===== config.mk =====
export PLATFORM = sky130hd
export DESIGN_NAME = bpc_lane_check
export DESIGN_NICKNAME = d
export VERILOG_FILES = /design/src/bpc_lane_check.v
export VERILOG_INCLUDE_DIRS = /design/src /design/src/src
export SDC_FILE = /design/constraint.sdc
export NUM_CORES = 1
export LEC_CHECK = 0
export BUFFER_PORTS_ARGS = -buffer_cell sky130_fd_sc_hd__buf_2
export CORE_MARGIN = 2
export CORE_UTILIZATION = 57
export DETAILED_ROUTE_END_ITERATION = 8
export PLACE_DENSITY = 0.89
export SLEW_MARGIN = 20
export SYNTH_ARGS = -nofsm -noshare
export SYNTH_HDL_FRONTEND = slang
export SYNTH_SLANG_ARGS = --single-unit

===== constraint.sdc =====
create_clock -name pclk -period 2.2 [get_ports pclk]
set_input_delay 0 -clock pclk [delete_from_list [all_inputs] [get_ports pclk]]
set_output_delay 0 -clock pclk [all_outputs]
set_load 0.05 [all_outputs]

===== src/bpc_map.vh =====
// register map, field positions, reset values and timing counts of the lane BER checker
`ifndef BPC_MAP_VH
`define BPC_MAP_VH

// register indices as printed; byte address is four times the index
`define BPC_IDX_CLK_ENABLE      10'h315
`define BPC_IDX_TEST_CONTROL    10'h316
`define BPC_IDX_THRESH_LOW      10'h317
`define BPC_IDX_THRESH_MID      10'h318
`define BPC_IDX_THRESH_HIGH     10'h319
`define BPC_IDX_COUNT_LOW       10'h31a
`define BPC_IDX_COUNT_MID       10'h31b
`define BPC_IDX_COUNT_HIGH      10'h31c
`define BPC_IDX_PASS_STATUS     10'h31d
`define BPC_IDX_SNAP_CONTROL    10'h31e
`define BPC_IDX_SNAP_DATA       10'h31f

// test control fields
`define BPC_CTL_CLEAR_BIT       0
`define BPC_CTL_RUN_BIT         1
`define BPC_CTL_PAT_LSB         2
`define BPC_CTL_PAT_MSB         3
`define BPC_CTL_LANE_LSB        4
`define BPC_CTL_LANE_MSB        6

// snapshot control fields
`define BPC_SNP_TRIG_BIT        0
`define BPC_SNP_LANE_LSB        2
`define BPC_SNP_LANE_MSB        4

// pattern codes
`define BPC_PAT_PRBS7           2'h0
`define BPC_PAT_PRBS15          2'h1
`define BPC_PAT_PRBS31          2'h2
`define BPC_PAT_UNUSED          2'h3

// predictor taps into the received-bit history, bit 0 newest
`define BPC_TAP7_A              6
`define BPC_TAP7_B              5
`define BPC_TAP15_A             14
`define BPC_TAP15_B             13
`define BPC_TAP31_A             30
`define BPC_TAP31_B             27

// bits to gather before checking starts, one per polynomial length
`define BPC_LOCK_PRBS7          5'h07
`define BPC_LOCK_PRBS15         5'h0f
`define BPC_LOCK_PRBS31         5'h1f

// reset values and the error count ceiling
`define BPC_RST_BYTE            8'h00
`define BPC_RST_PASS            8'hff
`define BPC_RST_THRESH          24'h000000
`define BPC_COUNT_MAX           24'hffffff

`endif


===== src/bpc_lane_check.v =====
// one lane: self-synchronising prbs predictor and saturating 24-bit error counter
`timescale 1ns/10ps
`include "bpc_map.vh"

module bpc_lane_check (
    // clock and reset
    input  wire        pclk,
    input  wire        presetn,
    input  wire        clear,
    // receive side
    input  wire        rx_bit,
    input  wire        rx_valid,
    // control
    input  wire [1:0]  pattern,
    input  wire        check_en,
    // results
    output wire [23:0] err_count,
    output wire [7:0]  recent_bits
);

    reg  [30:0] hist_reg;
    reg  [23:0] count_reg;
    reg         predict;

    // predicted bit from the two taps of the chosen polynomial
    always @* begin
        case (pattern)
            `BPC_PAT_PRBS7:  predict = hist_reg[`BPC_TAP7_A] ^ hist_reg[`BPC_TAP7_B];
            `BPC_PAT_PRBS15: predict = hist_reg[`BPC_TAP15_A] ^ hist_reg[`BPC_TAP15_B];
            `BPC_PAT_PRBS31: predict = hist_reg[`BPC_TAP31_A] ^ hist_reg[`BPC_TAP31_B];
            default:         predict = rx_bit;
        endcase
    end

    // history keeps shifting so the predictor stays locked across stops
    always @(posedge pclk or negedge presetn) begin
        if (!presetn) begin
            hist_reg <= 31'h00000000;
        end else if (rx_valid) begin
            hist_reg <= {hist_reg[29:0], rx_bit};
        end
    end

    // saturate rather than wrap, a wrapped count would fake a pass
    always @(posedge pclk or negedge presetn) begin
        if (!presetn) begin
            count_reg <= `BPC_RST_THRESH;
        end else if (clear) begin
            count_reg <= `BPC_RST_THRESH; // RL4
        end else if (check_en && rx_valid && (predict != rx_bit) &&
                     (count_reg != `BPC_COUNT_MAX)) begin
            count_reg <= count_reg + 24'h000001;
        end
    end

    assign err_count   = count_reg;
    assign recent_bits = hist_reg[7:0];

endmodule // bpc_lane_check


==> flow_summary.ini <==
[status]
status = finished, final reports clean

[sta]
relSlewSlack = 0.6056
fin_crit_sh = 0.9624
tightest_slew_ns = 0.5915
setup_ws_ns = 0.08277
rsz0062_at_grt = true
clock_skew_ns = 0.008996
slew_viol_final = 0
min_period_ns = 2.117
hold_viol_final = 0
setup_viol = 0
fmax_mhz = 472.3

[clocking]
clk-insertion-delay-late_ns = 0.32
clockRootBuffer = clkbuf_8
cts_max_level = 2
tritoncts = yes
clkSinkCount = 55
clk_path_buf_depth = 2
cts_made_buffers = 5
cts.reportedPaths.clkPinSlew_ns = 0.10

[pwr]
comb_power_share = 0.253
p_int_uw = 1925
ir_drop_v = 0.0003970
clkPwrFrac = 0.246
p_leak_uw = 0.001454
p_seq_frac = 0.501
swShare = 0.2991
power_switching_uw = 821.1
p_per_area_nw_per_um2 = 847.2

[synthesis]
synth_nets = 255
synth-edff-count = 0
synth_cell_type_count = 45
ys_ff_latch = 55
yosysTopAreaCell = dfrtp_1
syn_avg_cell_area_um2 = 11.58
yosysWarnings = 0
yosys-top-cells-area = dfrtp_1 (48%), mux2_2 (16%), nor2b_1 (2.2%)
synthCells = 246
yosysTopAreaCellShare = 0.4833
yosys-top-cells-count = dfrtp_1 (55), mux2_2 (40), nor2_1 (16)
seq_area_frac_synth = 0.4833
ys.flop_type = dfrtp_1
async_flop_share = 1.000
post-synth-top-count-cell = dfrtp_1
syn_area_um2 = 2848

[die]
row_count = 25
die_h_um = 74.68
initial_utilization = 0.5950
coreArea_um2 = 4786
die_w_um = 74.68
die-area_um2 = 5577
io_pins = 40

[detailed_routing]
drt.antenna.violating_nets = 0
vias = 2026
post_drt_wl_per_cell_um = 14.97
drc_errors = 0
drtPass1Iterations = 4
drt_iter0_drc = 102
wl_mm = 5.301
avgViaCountPerCell = 5.723

[worst_setup_path]
critical_path.max_stage_delay_ns = 0.45
cpLargestDelayFamily = simple AND/OR/NAND/NOR gates
reg2regPathDepth = 5
regToRegStartpoint = hist_reg[5]
cp_num_buf_inv = 0
worstPathCellList = xnor3_2, a22oi_4, nand2_2, nor4_2, mux2_2
start_kind = flip-flop
path_class = reg2reg
r2r_end = err_count[23]
arrival_ns = 2.32
worst_path_max_delay_cell = xnor3_2
cp_max_fo = 13
regToRegSetupSlack_ns = 0.08
cp.required_ns = 2.41
cp-end-kind = flip-flop

[place]
hpwlAfterDp_mm = 3.763
pre_cts_slack_ns = 0.05099
placed_area_um2 = 3095
routabilityCongestion = 0.8692
port_buffers = 39
dp.cells = 344

[cells_and_area]
num-nets-final = 295
largest_reg_flops = 31
synthToLayoutAreaGrowth_pct = 13.80
drive_gt1_frac = 0.4077
diodes = 0
fin_cells = 354
fin_area_um2 = 3241

[global_route]
antenna_found_initial = 0
track_usage = 0.2149
grt_overflow = 0
grt_pass1_vias = 2015
grt_max_degree = 35
grt_pass1_wl_mm = 9.114

[run]
maxCapViolCount = 0

[min_path]
holdCritPathClass = in2async
==> cell usage in the layout, fill, tap and decap left out, drive strengths merged, types with 2 or more instances in the layout <==
cell type / instances
dfrtp: 55
buf: 47
mux2: 41
nor2: 16
nand2: 15
nor2b: 10
a21oi: 10
nand3: 9
nor3: 9
nand4: 9
o31ai: 7
o21ai: 6
or4: 6
inv: 5
or3: 5
clkbuf: 5
nor4: 5
xnor3: 3
and4: 2
mux2i: 2
nor4b: 2
nand2b: 2
dlygate4sd3: 2
clkinv: 2
==> worst max-delay path by stage <==
stage / start / to / slack [ns] / cells after the start
after detailed placement: hist_reg[5] / err_count[23] / 0.05 / 5
after global placement: hist_reg[5] / err_count[23] / 0.14 / 5
after global routing: hist_reg[5] / err_count[4] / -0.01 / 5
final: hist_reg[5] / err_count[23] / 0.08 / 5
after CTS: hist_reg[5] / err_count[23] / 0.04 / 5
after floorplan: err_count[12] / err_count[3] / 0.005 / 5
==> metal layers <==
metal	track usage	wire length, µm	up-vias
met5	0	0	-
met4	0.07341	89	0
met3	0.05087	177	9
met2	0.3559	2592	33
met1	0.2805	2443	1012
li1	-	-	972
==> per-stage QoR <==
step / TNS, ns / hold WS [ns] / utilization / total power, µW
global route: -0.03266 / 0.1734 / 0.6771 / 2893
CTS: 0 / 0.1652 / 0.6745 / 2788
detailed placement: 0 / 0.007673 / 0.6468 / 2101
finish: 0 / 0.1818 / 0.6771 / 2746
global placement: 0 / -0.0003587 / 0.6468 / 2058
floorplan: 0 / -0.2956 / - / 1995
==> power groups by stage <==
stage	sequential (µW)	combinational (µW)	clock [µW]
2_1_floorplan	1370	629	0
3_3_place_gp	1380	680	0
3_5_place_dp	1400	700	0
4_1_cts	1380	706	703
5_1_grt	1410	744	742
6_report	1370	694	676
==> layout make-up <==
type,instances,area (µm²)
flip-flops and latches,55,1383
clock inverters,3,43.79
multi-input cells,170,1368
inverters,5,18.77
fillers,374,1545
clock buffers,5,68.82
repair buffers,49,275.3
well taps,67,83.83
==> what timing repair did <==
action                                 in CTS  in global routing
endpoints found under the hold margin      23                  0
hold buffers                                2                  0
setup buffers                               0                  0
setup endpoints to repair                   0                  4
resized for setup                           0                  2
==> cells by family after synthesis <==
group / count (synthesis) / share of synthesized area
mux: 43 / 0.1692
compound gates: 30 / 0.07645
buf+inv: 21 / 0.04086
xor+xnor: 3 / 0.02416
fa+ha+maj: 1 / 0.004393
simple gates: 93 / 0.2017
flops: 55 / 0.4833
No activity file was read; power rests on OpenSTA's default activity.
